### src/logic/mmd_pkg.sv
// shared constants and types of the cpu memory map decoder
package mmd_pkg;

   // address widths
   localparam int unsigned DATA_AW = 8;
   localparam int unsigned WIDE_AW = 16;

   // internal data space
   localparam logic [7:0] LOW_RAM_TOP  = 8'h7f;
   localparam logic [7:0] BIT_RAM_BASE = 8'h20;
   localparam logic [7:0] BIT_SFR_MIN  = 8'h80;

   // register banks: four banks of eight, bank bits in the status byte
   localparam int unsigned BANK_REGS    = 8;
   localparam int unsigned BANK_COUNT   = 4;
   localparam int unsigned BANK_HI_POS  = 4;
   localparam int unsigned BANK_LO_POS  = 3;

   // program space and vectors
   localparam logic [15:0] RESET_PC    = 16'h0000;
   localparam logic [15:0] VEC_BASE    = 16'h0003;
   localparam int unsigned VEC_SHIFT   = 3;
   localparam int unsigned PROG_BYTES  = 63488;

   // auxiliary data ram
   localparam int unsigned AUX_BYTES   = 16384;

   // byte masks
   localparam logic [7:0] MASK_BYTE = 8'hff;
   localparam logic [7:0] ZERO_BYTE = 8'h00;

   // addressing modes of a data request
   typedef enum logic [2:0] {
      MMD_AK_DIRECT,
      MMD_AK_INDIRECT,
      MMD_AK_REG,
      MMD_AK_BIT,
      MMD_AK_AUX
   } mmd_kind_t;

   // data request from the cpu pipeline
   typedef struct packed {
      mmd_kind_t   kind;
      logic        we;
      logic [15:0] addr;
      logic [7:0]  wdata;
   } mmd_req_t;

   // strobe towards one memory or the sfr bus
   typedef struct packed {
      logic        sel;
      logic        we;
      logic [15:0] addr;
      logic [7:0]  wdata;
      logic [7:0]  wmask;
   } mmd_port_t;

endpackage

### src/logic/mmd_decoder.sv
// cpu memory map decoder: program counter, data space decode, response mux
//
// Behaviour
// program and data are separate spaces; data uses eight-bit addresses.
// program memory is read only, at most 62 kbytes on chip.
// after any reset instruction fetch starts at program address zero.
// accepted interrupt loads its fixed vector into the program counter.
// vectors sit eight bytes apart starting at 0003h.
// data addresses 00h to 7fh reach lower internal ram.
// indirect accesses to 80h to ffh reach upper ram, never sfrs.
// direct accesses to 80h to ffh reach sfrs; of the other modes only bit accesses do.
// 16384 bytes of aux ram at 0000h to 3fffh, reached only by aux moves.
// lowest 32 bytes form four banks of eight registers.
// two bank select bits of the status byte pick the bank.
// bytes 20h to 2fh are bit addresses 00h to 7fh.
// only sfrs at addresses ending 0h or 8h are bit addressable.
// bit addresses 80h to ffh select bits inside those sfrs.
// unimplemented sfr reads return zero; writes to them do nothing.
`timescale 1ns/100ps
`default_nettype none

module mmd_decoder
   import mmd_pkg::*;
#(
   parameter int unsigned IRQ_W      = 3,
   parameter int unsigned PROG_SIZE  = PROG_BYTES,
   parameter int unsigned AUX_SIZE   = AUX_BYTES
)
(
   // clock and reset
   input  wire logic             mclk_i,
   input  wire logic             reset_i,
   // program counter control
   input  wire logic             fetch_i,
   input  wire logic             pc_load_i,
   input  wire logic [15:0]      pc_load_val_i,
   input  wire logic             irq_accept_i,
   input  wire logic [IRQ_W-1:0] irq_num_i,
   output logic      [15:0]      pc_o,
   // program memory read port
   output logic                  prog_rd_o,
   output logic      [15:0]      prog_addr_o,
   input  wire logic [7:0]       prog_rdata_i,
   output logic                  instr_valid_o,
   output logic      [7:0]       instr_o,
   output logic                  instr_err_o,
   // data request from the cpu
   input  wire logic             req_valid_i,
   input  wire mmd_req_t         req_i,
   input  wire logic [7:0]       status_byte_i,
   // memory and sfr strobes
   output mmd_port_t             iram_port_o,
   output mmd_port_t             sfr_port_o,
   output mmd_port_t             aux_port_o,
   input  wire logic [7:0]       iram_rdata_i,
   input  wire logic [7:0]       sfr_rdata_i,
   input  wire logic             sfr_hit_i,
   input  wire logic [7:0]       aux_rdata_i,
   // response to the cpu
   output logic                  rsp_valid_o,
   output logic      [7:0]       rsp_data_o,
   output logic                  rsp_bit_o,
   output logic                  rsp_err_o
);

   // ---------------- program counter ----------------
   logic [15:0] pc_ff;
   logic [15:0] nxt_pc;
   logic [15:0] irq_vector;
   logic        prog_rd_ff;
   logic [15:0] prog_addr_ff;
   logic        instr_valid_ff;
   logic [7:0]  instr_ff;
   logic        instr_err_ff;
   logic        prog_in_range;

   // vector is base plus eight times the source number
   assign irq_vector = VEC_BASE + (16'(irq_num_i) << VEC_SHIFT);
   // interrupt beats a jump, a jump beats the sequential step
   assign nxt_pc = irq_accept_i ? irq_vector :
                   pc_load_i    ? pc_load_val_i :
                   fetch_i      ? pc_ff + 16'h0001 :
                                  pc_ff;

   // pc register
   always_ff @(posedge mclk_i) begin
      if (reset_i) begin
         pc_ff <= RESET_PC;
      end else begin
         pc_ff <= nxt_pc;
      end
   end

   // fetch strobe: read only, the block has no write path into code
   always_ff @(posedge mclk_i) begin
      if (reset_i) begin
         prog_rd_ff   <= 1'b0;
         prog_addr_ff <= RESET_PC;
      end else begin
         prog_rd_ff   <= fetch_i;
         prog_addr_ff <= pc_ff;
      end
   end

   // beyond the on-chip size a fetch yields zero and an error flag
   assign prog_in_range = (32'(prog_addr_ff) < PROG_SIZE);

   // fetched byte back to the pipeline
   always_ff @(posedge mclk_i) begin
      if (reset_i) begin
         instr_valid_ff <= 1'b0;
         instr_ff       <= ZERO_BYTE;
         instr_err_ff   <= 1'b0;
      end else begin
         instr_valid_ff <= prog_rd_ff;
         instr_ff       <= (prog_rd_ff && prog_in_range) ? prog_rdata_i : ZERO_BYTE;
         instr_err_ff   <= prog_rd_ff && !prog_in_range;
      end
   end

   assign pc_o          = pc_ff;
   assign prog_rd_o     = prog_rd_ff;
   assign prog_addr_o   = prog_addr_ff;
   assign instr_valid_o = instr_valid_ff;
   assign instr_o       = instr_ff;
   assign instr_err_o   = instr_err_ff;

   // ---------------- data space decode ----------------
   logic [7:0] low_addr;
   logic [1:0] bank_sel;
   logic [7:0] reg_addr;
   logic [7:0] bit_byte;
   logic [2:0] bit_idx;
   logic [7:0] bit_mask;
   logic       bit_is_sfr;
   logic       k_direct;
   logic       k_indirect;
   logic       k_reg;
   logic       k_bit;
   logic       k_aux;
   logic       hit_iram;
   logic       hit_sfr;
   logic       hit_aux;
   logic       hit_err;
   logic [7:0] dec_addr;
   logic [7:0] dec_wdata;
   logic [7:0] dec_mask;

   // data spaces look at the low byte only; aux uses the full word
   assign low_addr = req_i.addr[7:0];

   // bank select from the status byte
   assign bank_sel = {status_byte_i[BANK_HI_POS], status_byte_i[BANK_LO_POS]};
   assign reg_addr = {3'b000, bank_sel, low_addr[2:0]};

   // bit address split
   mmd_bit_addr u_bit_addr (
      .bit_addr_i  (low_addr),
      .byte_addr_o (bit_byte),
      .bit_idx_o   (bit_idx),
      .bit_mask_o  (bit_mask),
      .is_sfr_o    (bit_is_sfr)
   );

   // mode decode
   assign k_direct   = req_valid_i && (req_i.kind == MMD_AK_DIRECT);
   assign k_indirect = req_valid_i && (req_i.kind == MMD_AK_INDIRECT);
   assign k_reg      = req_valid_i && (req_i.kind == MMD_AK_REG);
   assign k_bit      = req_valid_i && (req_i.kind == MMD_AK_BIT);
   assign k_aux      = req_valid_i && (req_i.kind == MMD_AK_AUX);

   // space select: upper half splits on the addressing mode
   assign hit_sfr  = (k_direct && (low_addr > LOW_RAM_TOP))
                   || (k_bit && bit_is_sfr);
   assign hit_iram = (k_direct && (low_addr <= LOW_RAM_TOP))
                   || k_indirect
                   || k_reg
                   || (k_bit && !bit_is_sfr);
   assign hit_aux  = k_aux && (32'(req_i.addr) < AUX_SIZE);
   // no off-chip bus here, so aux beyond the array is an error
   assign hit_err  = k_aux && !hit_aux;

   // address, data and lane mask for the selected byte
   assign dec_addr  = k_reg ? reg_addr :
                      k_bit ? bit_byte :
                              low_addr;
   // a bit write carries its value in wdata bit 0 on every lane
   assign dec_wdata = k_bit ? {8{req_i.wdata[0]}} : req_i.wdata;
   assign dec_mask  = k_bit ? bit_mask : MASK_BYTE;

   // ---------------- strobe stage ----------------
   mmd_port_t iram_ff;
   mmd_port_t sfr_ff;
   mmd_port_t aux_ff;
   mmd_port_t nxt_iram;
   mmd_port_t nxt_sfr;
   mmd_port_t nxt_aux;
   logic      stg_valid_ff;
   logic      stg_bit_ff;
   logic [2:0] stg_idx_ff;
   logic      stg_err_ff;

   // next strobes; only one space is ever selected per request
   assign nxt_iram = '{sel: hit_iram, we: hit_iram && req_i.we, addr: {8'h00, dec_addr},
                       wdata: dec_wdata, wmask: dec_mask};
   assign nxt_sfr  = '{sel: hit_sfr, we: hit_sfr && req_i.we, addr: {8'h00, dec_addr},
                       wdata: dec_wdata, wmask: dec_mask};
   assign nxt_aux  = '{sel: hit_aux, we: hit_aux && req_i.we, addr: req_i.addr,
                       wdata: req_i.wdata, wmask: MASK_BYTE};

   // strobes leave from flip-flops, one cycle after the request
   always_ff @(posedge mclk_i) begin
      if (reset_i) begin
         iram_ff <= '0;
         sfr_ff  <= '0;
         aux_ff  <= '0;
      end else begin
         iram_ff <= nxt_iram;
         sfr_ff  <= nxt_sfr;
         aux_ff  <= nxt_aux;
      end
   end

   // request context travelling alongside the strobe
   always_ff @(posedge mclk_i) begin
      if (reset_i) begin
         stg_valid_ff <= 1'b0;
         stg_bit_ff   <= 1'b0;
         stg_idx_ff   <= 3'h0;
         stg_err_ff   <= 1'b0;
      end else begin
         stg_valid_ff <= req_valid_i;
         stg_bit_ff   <= k_bit;
         stg_idx_ff   <= bit_idx;
         stg_err_ff   <= hit_err;
      end
   end

   assign iram_port_o = iram_ff;
   assign sfr_port_o  = sfr_ff;
   assign aux_port_o  = aux_ff;

   // ---------------- response stage ----------------
   logic [7:0] sel_rdata;
   logic       rsp_valid_ff;
   logic [7:0] rsp_data_ff;
   logic       rsp_bit_ff;
   logic       rsp_err_ff;

   // arrays answer in the strobe cycle; a silent sfr address reads zero
   assign sel_rdata = iram_ff.sel ? iram_rdata_i :
                      (sfr_ff.sel && sfr_hit_i) ? sfr_rdata_i :
                      aux_ff.sel ? aux_rdata_i :
                                   ZERO_BYTE;

   // response registers
   always_ff @(posedge mclk_i) begin
      if (reset_i) begin
         rsp_valid_ff <= 1'b0;
         rsp_data_ff  <= ZERO_BYTE;
         rsp_bit_ff   <= 1'b0;
         rsp_err_ff   <= 1'b0;
      end else begin
         rsp_valid_ff <= stg_valid_ff;
         rsp_data_ff  <= sel_rdata;
         rsp_bit_ff   <= stg_bit_ff && sel_rdata[stg_idx_ff];
         rsp_err_ff   <= stg_err_ff;
      end
   end

   assign rsp_valid_o = rsp_valid_ff;
   assign rsp_data_o  = rsp_data_ff;
   assign rsp_bit_o   = rsp_bit_ff;
   assign rsp_err_o   = rsp_err_ff;
endmodule

`default_nettype wire

### src/logic/mmd_bit_addr.sv
// splits a single-bit address into byte address, bit index and write mask
`timescale 1ns/100ps
`default_nettype none

module mmd_bit_addr
   import mmd_pkg::*;
(
   // bit address in
   input  wire logic [7:0] bit_addr_i,
   // decoded location
   output logic       [7:0] byte_addr_o,
   output logic       [2:0] bit_idx_o,
   output logic       [7:0] bit_mask_o,
   output logic             is_sfr_o
);

   // upper half lands on sfr bytes ending in 0h or 8h only
   assign is_sfr_o    = bit_addr_i[7];
   assign bit_idx_o   = bit_addr_i[2:0];
   assign byte_addr_o = is_sfr_o ? {bit_addr_i[7:3], 3'b000}
                                 : (BIT_RAM_BASE + {4'h0, bit_addr_i[6:3]});

   // one-hot mask, one bit per lane
   genvar gi;
   generate
      for (gi = 0; gi < 8; gi++) begin : g_mask
         assign bit_mask_o[gi] = (bit_addr_i[2:0] == 3'(gi));
      end
   endgenerate

endmodule

`default_nettype wire

### config.mk
export PLATFORM = sky130hd
export DESIGN_NAME = mmd_decoder
export DESIGN_NICKNAME = d
export VERILOG_FILES = /design/src/logic/mmd_pkg.sv /design/src/logic/mmd_decoder.sv /design/src/logic/mmd_bit_addr.sv
export SDC_FILE = /design/constraint.sdc
export NUM_CORES = 1
export LEC_CHECK = 0
export BUFFER_PORTS_ARGS = -buffer_cell sky130_fd_sc_hd__buf_2
export CAP_MARGIN = 25
export CORE_MARGIN = 8
export CORE_UTILIZATION = 35
export DETAILED_ROUTE_END_ITERATION = 6
export GPL_TIMING_DRIVEN = 0
export HOLD_SLACK_MARGIN = 0.08
export PLACE_DENSITY = 0.67
export SLEW_MARGIN = 5
export SYNTH_ARGS = -nofsm -noshare
export SYNTH_HDL_FRONTEND = slang
export SYNTH_SLANG_ARGS = --single-unit
### constraint.sdc
create_clock -name mclk_i -period 2.4 [get_ports mclk_i]
set_input_delay 0.6 -clock mclk_i [delete_from_list [all_inputs] [get_ports mclk_i]]
set_output_delay 0.6 -clock mclk_i [all_outputs]
set_load 0.05 [all_outputs]
======== After elaboration in Yosys (flattened, before gate mapping) ========
Index checks and enable logic that the tools add are counted.
word-level totals
  bits of input ports ..................... 94
  word-level logic and storage cells ...... 91
  register bits ........................... 138
  output and inout bits ................... 156
cells by class
  multiplexer cells ....................... 14
  eq/ne operators ......................... 11
  reduce and logical (&&, ||, !) cells .... 29
  bitwise operators ....................... 1
  $add $sub $neg .......................... 3
  order comparisons ....................... 5
operators with widths
  operator               count
  $mux 8                 9
  $mux 16                3
  $logic_and 1x1->1      18
  $add 16x1->16 const B  1
  $lt 16x15->1 const B   1
  $lt 16x16->1 const B   1
  $eq 3x3->1 const B     5
  $eq 3x2->1 const B     4
  $gt 8x7->1 const B     1
  $le 8x7->1 const B     1
  $add 2x6->7 const A    1
  $add 6x4->7 const A    1
  $eq 3x1->1 const B     2
  $logic_not 3->1        2
  $logic_or 1x1->1       4
  $lt 3x4->1 const B     1
  $bmux 1 s3             1
  $logic_not 1->1        3
  $reduce_bool 3->1      1
  $reduce_or 2->1        1
  $mux 1                 1
  $not 1->1              1

======== Longest topological paths before layout ========
Gate-level depths: netlist (run 1).
  depth after elaboration ................. 7
  mapped depth ............................ 6
  mapped depth without buffers ............ 6

======== Hierarchy ========
A second synthesis (run 1) with hierarchy kept.
unflattened totals
  cells, all modules ...................... 479
  area, all modules ....................... 4580.6 um^2
modules (own cells, without submodules)
  module        area an instance (um^2)  times used  cells each  seq. area each (um^2)
  mmd_decoder   4419.2                   1           459         2282.2
  mmd_bit_addr  161.4                    1           20          0.0

======== Least setup slack after synthesis (run 1) ========
Ideal clock, no wire load.
  path kind ............................... register to register
  start ................................... register sfr_ff, in the netlist sfr_port_o[33]
  end ..................................... register rsp_bit_ff, in the netlist rsp_bit_o
  library setup time ...................... 0.116 ns
  arrival time ............................ 1.785 ns
  clock period less this slack ............ 1.902 ns
  data required time ...................... 2.284 ns
  stages on the path, launching flop included .. 6
  slack ................................... 0.498 ns
  path buffers ............................ 0
  cells stage by stage .................... dfxtp_1 > nand2_2 > nand3_1 > a31oi_1 > or4_1 > a41o_1
between the ends
  word-level cells in the longest chain between the ends .. 6
RTL lines
  what                          line                RTL
  start: declaration            mmd_decoder.sv:193  mmd_port_t sfr_ff;
  start signal: assignment      mmd_decoder.sv:219  sfr_ff <= nxt_sfr;
  $logic_and 1x1->1             mmd_decoder.sv:252  (sfr_ff.sel && sfr_hit_i) ? sfr_rdata_i :
  $mux 8                        mmd_decoder.sv:252
  $mux 8                        mmd_decoder.sv:251  assign sel_rdata = iram_ff.sel ? iram_rdata_i :
  $bmux 1 s3                    mmd_decoder.sv:266  rsp_bit_ff <= stg_bit_ff && sel_rdata[stg_idx_ff];
  $mux 1 (implied by the code)  mmd_decoder.sv:266
  $logic_and 1x1->1             mmd_decoder.sv:266
  end signal: assignment        mmd_decoder.sv:266
  end: declaration              mmd_decoder.sv:247  logic rsp_bit_ff;
No other way between the ends. The select of a mux whose other input is x is not followed.
A chain may end at the register's enable or synchronous reset.

==> results of run 1 <==
where the power goes:
part           leakage [nW]  internal (mW)  switching [mW]
logic                  1.99          0.247           0.632
clock network         0.179           1.12           0.655
registers             0.914           1.92          0.0483
total                  3.08           3.29            1.34
per-stage QoR:
stage	setup slack [ps]	instances	area [um^2]	power [mW]	hold WS [ps]
2_1_floorplan	498.4	463	4313	2.649	413.8
3_3_place_gp	307.9	834	5618	2.885	424.1
3_5_place_dp	261.3	834	5618	2.896	424.7
4_1_cts	552.1	850	5978	4.677	434.5
5_1_grt	478.4	850	5978	4.791	437.6
6_report	586.0	850	5978	4.623	429.0
worst max-delay path: stages (launching register included):
cell and delay [ps]:
dfxtp_1 470, buf_4 150, buf_2 250
final timing paths:
check	from	to	slack, ps	depth (start not counted)
max	aux_port_o[6]$_DFF_P_	aux_port_o[5]	590	2
min	stg_err_ff$_SDFF_PP0_	rsp_err_o$_SDFF_PP0_	430	1
max reg2reg	pc_o[0]$_SDFFE_PP0P_	pc_o[14]$_SDFFE_PP0P_	650	6
min reg2reg	stg_err_ff$_SDFF_PP0_	rsp_err_o$_SDFF_PP0_	430	1
layer usage:
layer	routed length, um	global-route usage, %
met3	1126	4.768
met5	8	0
met1	5274	16.98
met4	233	6.865
met2	6566	28.20
area by class of cell:
type	instances	area [um^2]	share of cell area (%)
Buffer	67	434.2	7.262
Clock inverter	7	135.1	2.260
Sequential cell	111	2222	37.17
Inverter	9	33.78	0.5651
Timing Repair Buffer	224	1121	18.75
Clock buffer	9	225.2	3.767
Multi-Input combinational cell	276	1623	27.15
Tap cell	147	183.9	3.077
cells in the final DEF (no fill, tap or decap), types with 2 or more instances in the layout:
master / synthesis / final
nand3b_1: 10 / 10
a211oi_1: 2 / 2
and2_1: 12 / 12
nor2b_1: 46 / 46
a21oi_1: 22 / 22
clkbuf_16: 0 / 9
buf_2: 1 / 225
and4_1: 4 / 4
dfxtp_1: 111 / 111
a221oi_1: 5 / 5
nor3_1: 7 / 7
mux2i_1: 10 / 10
nand2_1: 38 / 38
a31oi_1: 8 / 8
and3_1: 5 / 5
xor2_1: 10 / 10
nand4b_1: 4 / 4
conb_1: 1 / 16
nand4_1: 6 / 6
inv_1: 9 / 9
buf_4: 48 / 48
buf_1: 3 / 3
o21a_1: 2 / 2
o21ai_0: 3 / 3
nor2_1: 29 / 29
or3_1: 4 / 4
clkinv_2: 0 / 3
xnor2_1: 4 / 4
bufinv_16: 0 / 4
clkbuf_1: 14 / 14
nor3b_1: 6 / 6
nand3_1: 10 / 10
cell usage after synthesis (2+ instances only):
cell type	instances
dfxtp_1	111
buf_4	48
nor2b_1	46
nand2_1	38
nor2_1	29
a21oi_1	22
clkbuf_1	14
and2_1	12
mux2i_1	10
nand3_1	10
nand3b_1	10
xor2_1	10
inv_1	9
a31oi_1	8
nor3_1	7
nand4_1	6
nor3b_1	6
a221oi_1	5
and3_1	5
and4_1	4
nand4b_1	4
or3_1	4
xnor2_1	4
buf_1	3
o21ai_0	3
a211oi_1	2
o21a_1	2
registers in the layout, summed over array words and instances (netlist names), 2 cells and up:
signal and cells:
iram_port_o 2, aux_port_o 26, pc_o 16, prog_addr_o 16, rsp_data_o 8, sfr_port_o 26, instr_o 8
cells by family after synthesis:
kind of cell | Yosys count
adder cells (fa/ha/maj) | 1
flip-flops | 111
other | 1
multiplexers | 11
buffers and inverters | 76
XOR/XNOR | 14
AND/OR/NAND/NOR | 187
AO/OA/AOI/OAI | 47
==> impl_metrics.json, run 1 <==
{
  "status": "finished, final reports clean",
  "synthSimpleGateAreaFrac_pct": 24.13,
  "fin_util_pct": 49.98,
  "syn_inst": 448,
  "cp_data_arrival_time_ps": 1210,
  "synthMuxAreaShare_pct": 2.616,
  "p_leak_nw": 3.083,
  "critPathKind": "register to output port",
  "drt_iter0_drc": 196,
  "avgSynthCellArea_um2": 9.501,
  "finClkSkew_ps": 5.602,
  "ctsResizeCount": 0,
  "synth_top_area_cell": "dfxtp_1",
  "yosysWarnings": 0,
  "seq_area_frac_synth_pct": 52.20,
  "hold_buffers": 0,
  "async_flop_share_pct": 0,
  "synth_xor_xnor_area_share_pct": 2.881,
  "antenna_found_initial": 1,
  "final_layout_size_suffix_gt1_share_pct": 41.68,
  "setup_tns_ps": 0,
  "synth_compound_area_share_pct": 6.790,
  "fillerInstances": 1160,
  "slew_violations": 0,
  "final_antenna_net_count": 0,
  "synth_fa_ha_area_share_pct": 0.2939,
  "insertion_delay_ps": 340,
  "grt_pass1_wl_um": 20400,
  "gp_congestion": 0.8295,
  "via_per_inst": 4.595,
  "grt_use_total_pct": 15.82,
  "coreArea_um2": 11960,
  "cts_buffer_depth": 2,
  "start_util_pct": 35.59,
  "cts-root-buf": "clkbuf_16",
  "cts_setup_buffers": 0,
  "routed-via-count": 3906,
  "dieArea_um2": 15950,
  "fmax_ghz": 0.5513,
  "cts_num_sinks": 111,
  "worst_slew_pin_slew_ps": 721.8,
  "start_kind": "register",
  "worstHoldPathType": "register to register",
  "cts_made_buffers": 9,
  "io_pins": 250,
  "worstPathRequired_ps": 1800,
  "synth-edff-count": 0,
  "period_share_pct": 75.59,
  "die_w_um": 126.3,
  "num_rows": 40,
  "die_height_um": 126.3,
  "ys.flop_type": "dfxtp_1",
  "fin_nets": 793,
  "synth_cell_types": 43,
  "routed_wl_um": 13210,
  "ys_top_cells_by_area": "dfxtp_1 (52%), buf_4 (8.5%), nor2b_1 (6.8%), nand2_1 (3.4%), a21oi_1 (2.6%)",
  "power.density_nw_per_um2": 773.3,
  "antenna_cells": 0,
  "drv_cap": 0,
  "synth_top_family_by_area": "simple AND/OR/NAND/NOR gates",
  "grt_pass1_vias": 4028,
  "io_buffers": 224,
  "ys_ff_latch": 111,
  "setup_viol": 0,
  "drc": 0,
  "synth_top_area_share_pct": 52.20,
  "crit_fanout": 8,
  "wl_per_cell_um": 15.54,
  "overflow": 0,
  "max-vdd-ir-drop_uv": 290.2,
  "rsz0062_at_grt": "no",
  "finalCriticalPeriod_ps": 1814,
  "area.growth.synth_to_final_pct": 40.45,
  "synthesis.area_um2": 4257,
  "cts_tree": "yes",
  "final_hold_viol_count": 0,
  "grt_max_degree": 18,
  "cp-end-kind": "output port",
  "path_clk_slew_ps": 70,
  "max_slew_margin_pct": 51.56,
  "dp_hpwl_um": 10880,
  "cts_max_level": 3,
  "first_pass_iters": 7
}
(Power assumes the default switching activity.)
==> run 2: changes to the inputs <==
==> constraint.sdc (replaced) <==
create_clock -name mclk_i -period 1.8 [get_ports mclk_i]
set_input_delay 0.45 -clock mclk_i [delete_from_list [all_inputs] [get_ports mclk_i]]
set_output_delay 0.45 -clock mclk_i [all_outputs]
set_load 0.05 [all_outputs]
==> run 2 against run 1 <==
Via count barely moved; highest routed layer is now met4; utilization down 0.19 points; hold slack worse by 120 ps; global-route usage grew 0.19 points; sequential cell count stayed put; die area unchanged; non-clock buffer count increased by 2; final cell count increased by 0.24%; count of clock-buffer cells in the layout is 4 higher; critical endpoint is now rsp_bit_o$_SDFF_PP0_; total power up 26%; register-to-register slack got worse by 510 ps; routed wire length rose by 0.59%.
==> impl_metrics.json, run 2 (synthesis gave the netlist of run 1 again) <==
{
  "num_rows": 40,
  "status": "finished, final reports clean",
  "cp-end-kind": "register",
  "insertion_delay_ps": 340,
  "worstPathRequired_ps": 2030,
  "hold_buffers": 0,
  "max-vdd-ir-drop_uv": 570.9,
  "cts_num_sinks": 111,
  "p_clk_share_pct": 34.9,
  "drc": 0,
  "drv_cap": 0,
  "overflow": 0,
  "fmax_ghz": 0.6019,
  "fin_cells": 852,
  "p_int_mw": 4.081,
  "crit_fanout": 10,
  "gp_congestion": 0.8348,
  "max_slew_margin_pct": 54.39,
  "routed-via-count": 3907,
  "final_cell_mix": "buf_2 (225), dfxtp_1 (106), buf_4 (50)",
  "fillerInstances": 1155,
  "worstHoldPathType": "input port to register",
  "dieArea_um2": 15950,
  "grt_use_total_pct": 16.01,
  "slew_violations": 0,
  "cp_data_arrival_time_ps": 1890,
  "via_per_inst": 4.586,
  "p_sw_share_pct": 30.10,
  "period_share_pct": 92.30,
  "cts_tree": "yes",
  "power.density_nw_per_um2": 980.3,
  "pwr-share-comb_pct": 20.1,
  "power.switching_mw": 1.757,
  "antenna_cells": 0,
  "p_leak_nw": 3.069,
  "wl_per_cell_um": 15.60,
  "fin_nets": 795,
  "final_hold_viol_count": 0,
  "pre_cts_slack_ps": -156.6,
  "dp_hpwl_um": 11080,
  "coreArea_um2": 11960,
  "hold_ws_ps": 305.9,
  "grt_pass1_vias": 4098,
  "layout_commonest_cell": "buf_2",
  "first_pass_iters": 4,
  "cts-root-buf": "clkbuf_16",
  "final_layout_size_suffix_gt1_share_pct": 42.55,
  "path_clk_slew_ps": 70,
  "finalCriticalPeriod_ps": 1661,
  "cts_max_level": 3,
  "seqPwrFrac_pct": 45.0,
  "drt_iter0_drc": 197,
  "worst_slack_ps": 138.6,
  "worst_slew_pin_slew_ps": 679.5,
  "routed_wl_um": 13290,
  "die_height_um": 126.3,
  "io_pins": 250,
  "critPathKind": "register to register",
  "dp.cells": 834,
  "die_w_um": 126.3,
  "start_util_pct": 35.59,
  "final_antenna_net_count": 0,
  "io_buffers": 224,
  "finClkSkew_ps": 4.655,
  "start_kind": "register",
  "area.growth.synth_to_final_pct": 39.92,
  "cts_buffer_depth": 2,
  "rsz0062_at_grt": "no",
  "cts_made_buffers": 9,
  "grt_pass1_wl_um": 20530,
  "setup_viol": 0,
  "antenna_found_initial": 0,
  "grt_max_degree": 17
}
-- run 2: changes by cell type in the layout (fill, tap and decap cells not counted) --
cell       delta
buf_4         +2
bufinv_16     -3
clkbuf_1      +1
clkbuf_8      +3
clkinv_2      -1
dfxtp_1       -5
dfxtp_2       +5
nor4_1        -1
nor4_2        +1
-- run 2: layout make-up --
type	count	area (um^2)	area share (%)
timing repair buffer	226	1136	19.08
buffer	67	434.2	7.290
tap	147	183.9	3.088
multi-input combinational	276	1629	27.35
clock buffer	13	270.3	4.538
sequential	111	2228	37.42
clock inverter	3	40.04	0.6723
inverter	9	33.78	0.5672
-- run 2: routing by layer --
| layer | vias to the layer above | GRT usage [%] | part of all wire, % |
|---|---|---|---|
| met3 | 20 | 4.262 | 7.9 |
| li1 | 1937 | - | - |
| met1 | 1776 | 17.46 | 40 |
| met2 | 174 | 28.68 | 51 |
| met4 | 0 | 6.794 | 1.8 |
| met5 | - | 0 | 0 |
-- run 2: final timing paths --
check | startpoint | depth (start not counted) | to | slack [ps]
max reg2reg | iram_port_o[33]$_SDFF_PP0_ | 5 | rsp_bit_o$_SDFF_PP0_ | 140
min | req_i[23] | 2 | aux_port_o[33]$_SDFF_PP0_ | 310
min reg2reg | stg_err_ff$_SDFF_PP0_ | 1 | rsp_err_o$_SDFF_PP0_ | 460
max | iram_port_o[33]$_SDFF_PP0_ | 5 | rsp_bit_o$_SDFF_PP0_ | 140
-- run 2: critical path, stage by stage, from the launching register on --
cell,delay (ps)
dfxtp_2,400
clkbuf_1,350
nor3b_1,100
a221oi_1,330
nand3b_1,130
a41o_1,250
-- run 2: what timing repair did --
item | in CTS | in global routing
setup buffers | 0 | 2
resized for setup | 0 | 1
setup endpoints to repair | 0 | 1
-- run 2: power by group through the flow --
stage	Combinational [mW]	Sequential (mW)	Clock [mW]
floorplan	0.498	3.04	0
global placement	1.17	2.68	0
detailed placement	1.18	2.69	0
CTS	1.18	2.63	2.09
global route	1.24	2.64	2.19
finish	1.17	2.63	2.04
-- run 2: per-stage QoR --
| stage | util, % | instance area [um^2] | TNS (ps) | power [mW] |
|---|---|---|---|---|
| after floorplan | - | 4319 | 0 | 3.534 |
| after global placement | 47.02 | 5624 | -4822 | 3.848 |
| after detailed placement | 47.02 | 5624 | -5118 | 3.865 |
| after CTS | 49.61 | 5934 | 0 | 5.896 |
| after global routing | 49.79 | 5956 | 0 | 6.067 |
| final | 49.79 | 5956 | 0 | 5.838 |
==> run 3: changes to the inputs <==
--- a/config.mk
+++ b/config.mk
@@ -5,6 +5,7 @@
 export SDC_FILE = /design/constraint.sdc
 export NUM_CORES = 1
 export LEC_CHECK = 0
+export ABC_AREA = 1
 export BUFFER_PORTS_ARGS = -buffer_cell sky130_fd_sc_hd__buf_2
 export CAP_MARGIN = 25
 export CORE_MARGIN = 8
@@ -12,7 +13,7 @@
 export DETAILED_ROUTE_END_ITERATION = 6
 export GPL_TIMING_DRIVEN = 0
 export HOLD_SLACK_MARGIN = 0.08
-export PLACE_DENSITY = 0.67
+export PLACE_DENSITY = 0.66
 export SLEW_MARGIN = 5
 export SYNTH_ARGS = -nofsm -noshare
 export SYNTH_HDL_FRONTEND = slang
==> run 3 against run 2 <==
Hold slack improved by 6.5 ps; highest routed layer unchanged; synthesized area increased by 4.6%; combinational power increased by 7%; synthesized cell count increased by 28%; critical path depth decreased by 3; sequential cell count unchanged.
==> impl_metrics.json, run 3 <==
{
  "wl_per_cell_um": 14.12,
  "yosysWarnings": 0,
  "placed_cell_area_um2": 5851,
  "final_antenna_net_count": 0,
  "grt_util_met3_pct": 5.544,
  "hold_ws_ps": 312.4,
  "cts_num_sinks": 111,
  "synth_top_area_cell": "dfxtp_1",
  "start_util_pct": 35.58,
  "grt_pass1_wl_um": 21740,
  "setup_tns_ps": 0,
  "drt_iter0_drc": 192,
  "use_met2_pct": 30.51,
  "final_layout_size_suffix_gt1_share_pct": 38.63,
  "cts_buffer_depth": 2,
  "grt_max_degree": 19,
  "overflow": 0,
  "finClkSkew_ps": 5.776,
  "dieArea_um2": 16590,
  "drv_cap": 0,
  "io_buffers": 225,
  "die_height_um": 128.8,
  "rrSetupSlack_ps": 240,
  "routed_wl_um": 14160,
  "slew_violations": 0,
  "seq_area_frac_synth_pct": 49.90,
  "fmax_ghz": 0.6104,
  "dp_hpwl_um": 11580,
  "cts_setup_buffers": 0,
  "via_per_inst": 4.304,
  "max-vdd-ir-drop_uv": 429.3,
  "synth-edff-count": 0,
  "final_hold_viol_count": 0,
  "synth_commonest_cells": "dfxtp_1 (111), nand2_1 (111), inv_1 (83), nor2_1 (83), buf_4 (50)",
  "worst_slack_ps": 161.7,
  "finalPower_mw": 5.883,
  "use_met1_pct": 17.73,
  "crit_fanout": 8,
  "max_slew_margin_pct": 65.03,
  "gp_congestion": 0.8499,
  "antenna_cells": 0,
  "ctsResizeCount": 0,
  "final_cell_mix": "buf_2 (235), nand2_1 (111), dfxtp_1 (111)",
  "die_w_um": 128.8,
  "avgSynthCellArea_um2": 7.744,
  "ys.flop_type": "dfxtp_1",
  "dp.cells": 987,
  "max_stage_delay_ps": 450,
  "worst_slew_pin_slew_ps": 520.5,
  "drc": 0,
  "cp-end-kind": "output port",
  "period_share_pct": 91.02,
  "cts-root-buf": "clkbuf_16",
  "path_cells": "buf_4 > buf_2",
  "first_pass_iters": 4,
  "fin_cells": 1003,
  "coreArea_um2": 12520,
  "num_rows": 41,
  "final_area_um2": 6157,
  "ys_top_cells_by_area": "dfxtp_1 (50%), nand2_1 (9.4%), buf_4 (8.4%), inv_1 (7.0%), nor2_1 (7.0%)",
  "syn_inst": 575,
  "antenna_found_initial": 0,
  "io_pins": 250,
  "area.growth.synth_to_final_pct": 38.27,
  "worstHoldPathType": "input port to register",
  "worstPathRequired_ps": 1350,
  "synth_cell_types": 33,
  "fin_util_pct": 49.19,
  "setup_viol": 0,
  "cp_data_arrival_time_ps": 1190,
  "routed-via-count": 4317,
  "critPathKind": "register to output port",
  "rsz0062_at_grt": "no",
  "finalCriticalPeriod_ps": 1638,
  "cts_made_buffers": 9,
  "status": "finished, final reports clean",
  "insertion_delay_ps": 340,
  "path_clk_slew_ps": 70,
  "power.density_nw_per_um2": 955.4,
  "cts_max_level": 3,
  "pre_cts_slack_ps": 25.93,
  "grt.busiest_layer": "met2",
  "grt_use_total_pct": 16.54,
  "hold_buffers": 0,
  "ys_ff_latch": 111,
  "async_flop_share_pct": 0,
  "synth_top_area_share_pct": 49.90,
  "p_leak_nw": 3.399,
  "layout_commonest_cell": "buf_2",
  "start_kind": "register",
  "fin_nets": 921,
  "grt_pass1_vias": 4293,
  "cts_tree": "yes",
  "synthesis.area_um2": 4453,
  "crit_path_top_delay_cell": "dfxtp_1"
}
==> run 3: cell count changes in the layout (fill, tap and decap cells not counted), moves of 10 or more <==
cell      before  now
o21ai_0        3   24
mux2i_1       10    0
clkbuf_1      15    0
nor2b_1       46    0
and2_1        12    0
inv_1          9   83
nand3_1       10   29
nand2_1       38  111
buf_2        225  235
nor2_1        29   83
==> run 3: cell type report <==
class                   count  area [um^2]
clock inverters             6        67.56
well taps                 172        215.2
clock buffers              10        239.0
plain buffers              62        441.7
repair buffers            225         1126
inverters                  86        322.8
flip-flops and latches    111         2222
fillers                  1313         6360
multi-input cells         331         1523
==> run 3: path summary, 6_finish.rpt <==
kind,from,end,cells after the start
setup / recovery,aux_port_o[6]$_DFF_P_,aux_port_o[4],2
hold / removal,req_i[19],aux_port_o[27]$_SDFF_PP0_,3
setup reg to reg,pc_o[0]$_SDFFE_PP0P_,pc_o[10]$_SDFFE_PP0P_,7
hold reg to reg,stg_valid_ff$_SDFF_PP0_,rsp_valid_o$_SDFF_PP0_,2
==> run 3: power by group <==
group / total [mW] / internal (mW) / switching, mW
sequential: 2.63 / 2.57 / 0.0639
combinational: 1.25 / 0.329 / 0.920
clock: 2.00 / 1.12 / 0.881
==> run 3: metal layers <==
| layer | routed length, um | vias up |
|---|---|---|
| met1 | 5289 | 1911 |
| met4 | 80 | 0 |
| met3 | 1509 | 7 |
| li1 | - | 2211 |
| met2 | 7282 | 188 |
| met5 | 0 | - |
==> run 3: kinds of logic (layout without fill, tap and decap cells) <==
| logic type | count (synthesis) | after routing | synth area share [%] |
|---|---|---|---|
| AO/OA/AOI/OAI | 60 | 60 | 7.643 |
| XOR/XNOR | 3 | 3 | 0.5902 |
| adder cells (fa/ha/maj) | 1 | 1 | 0.2809 |
| buffers and inverters | 148 | 389 | 17.17 |
| flip-flops | 111 | 111 | 49.90 |
| other | 1 | 16 | 0.08421 |
| AND/OR/NAND/NOR | 251 | 251 | 24.33 |
==> run 3: worst max-delay path: cells and delay by family, from the launching register on <==
kind / cells / cell delay [ps]
flip-flops: 1 / 450
buffers and inverters: 2 / 400
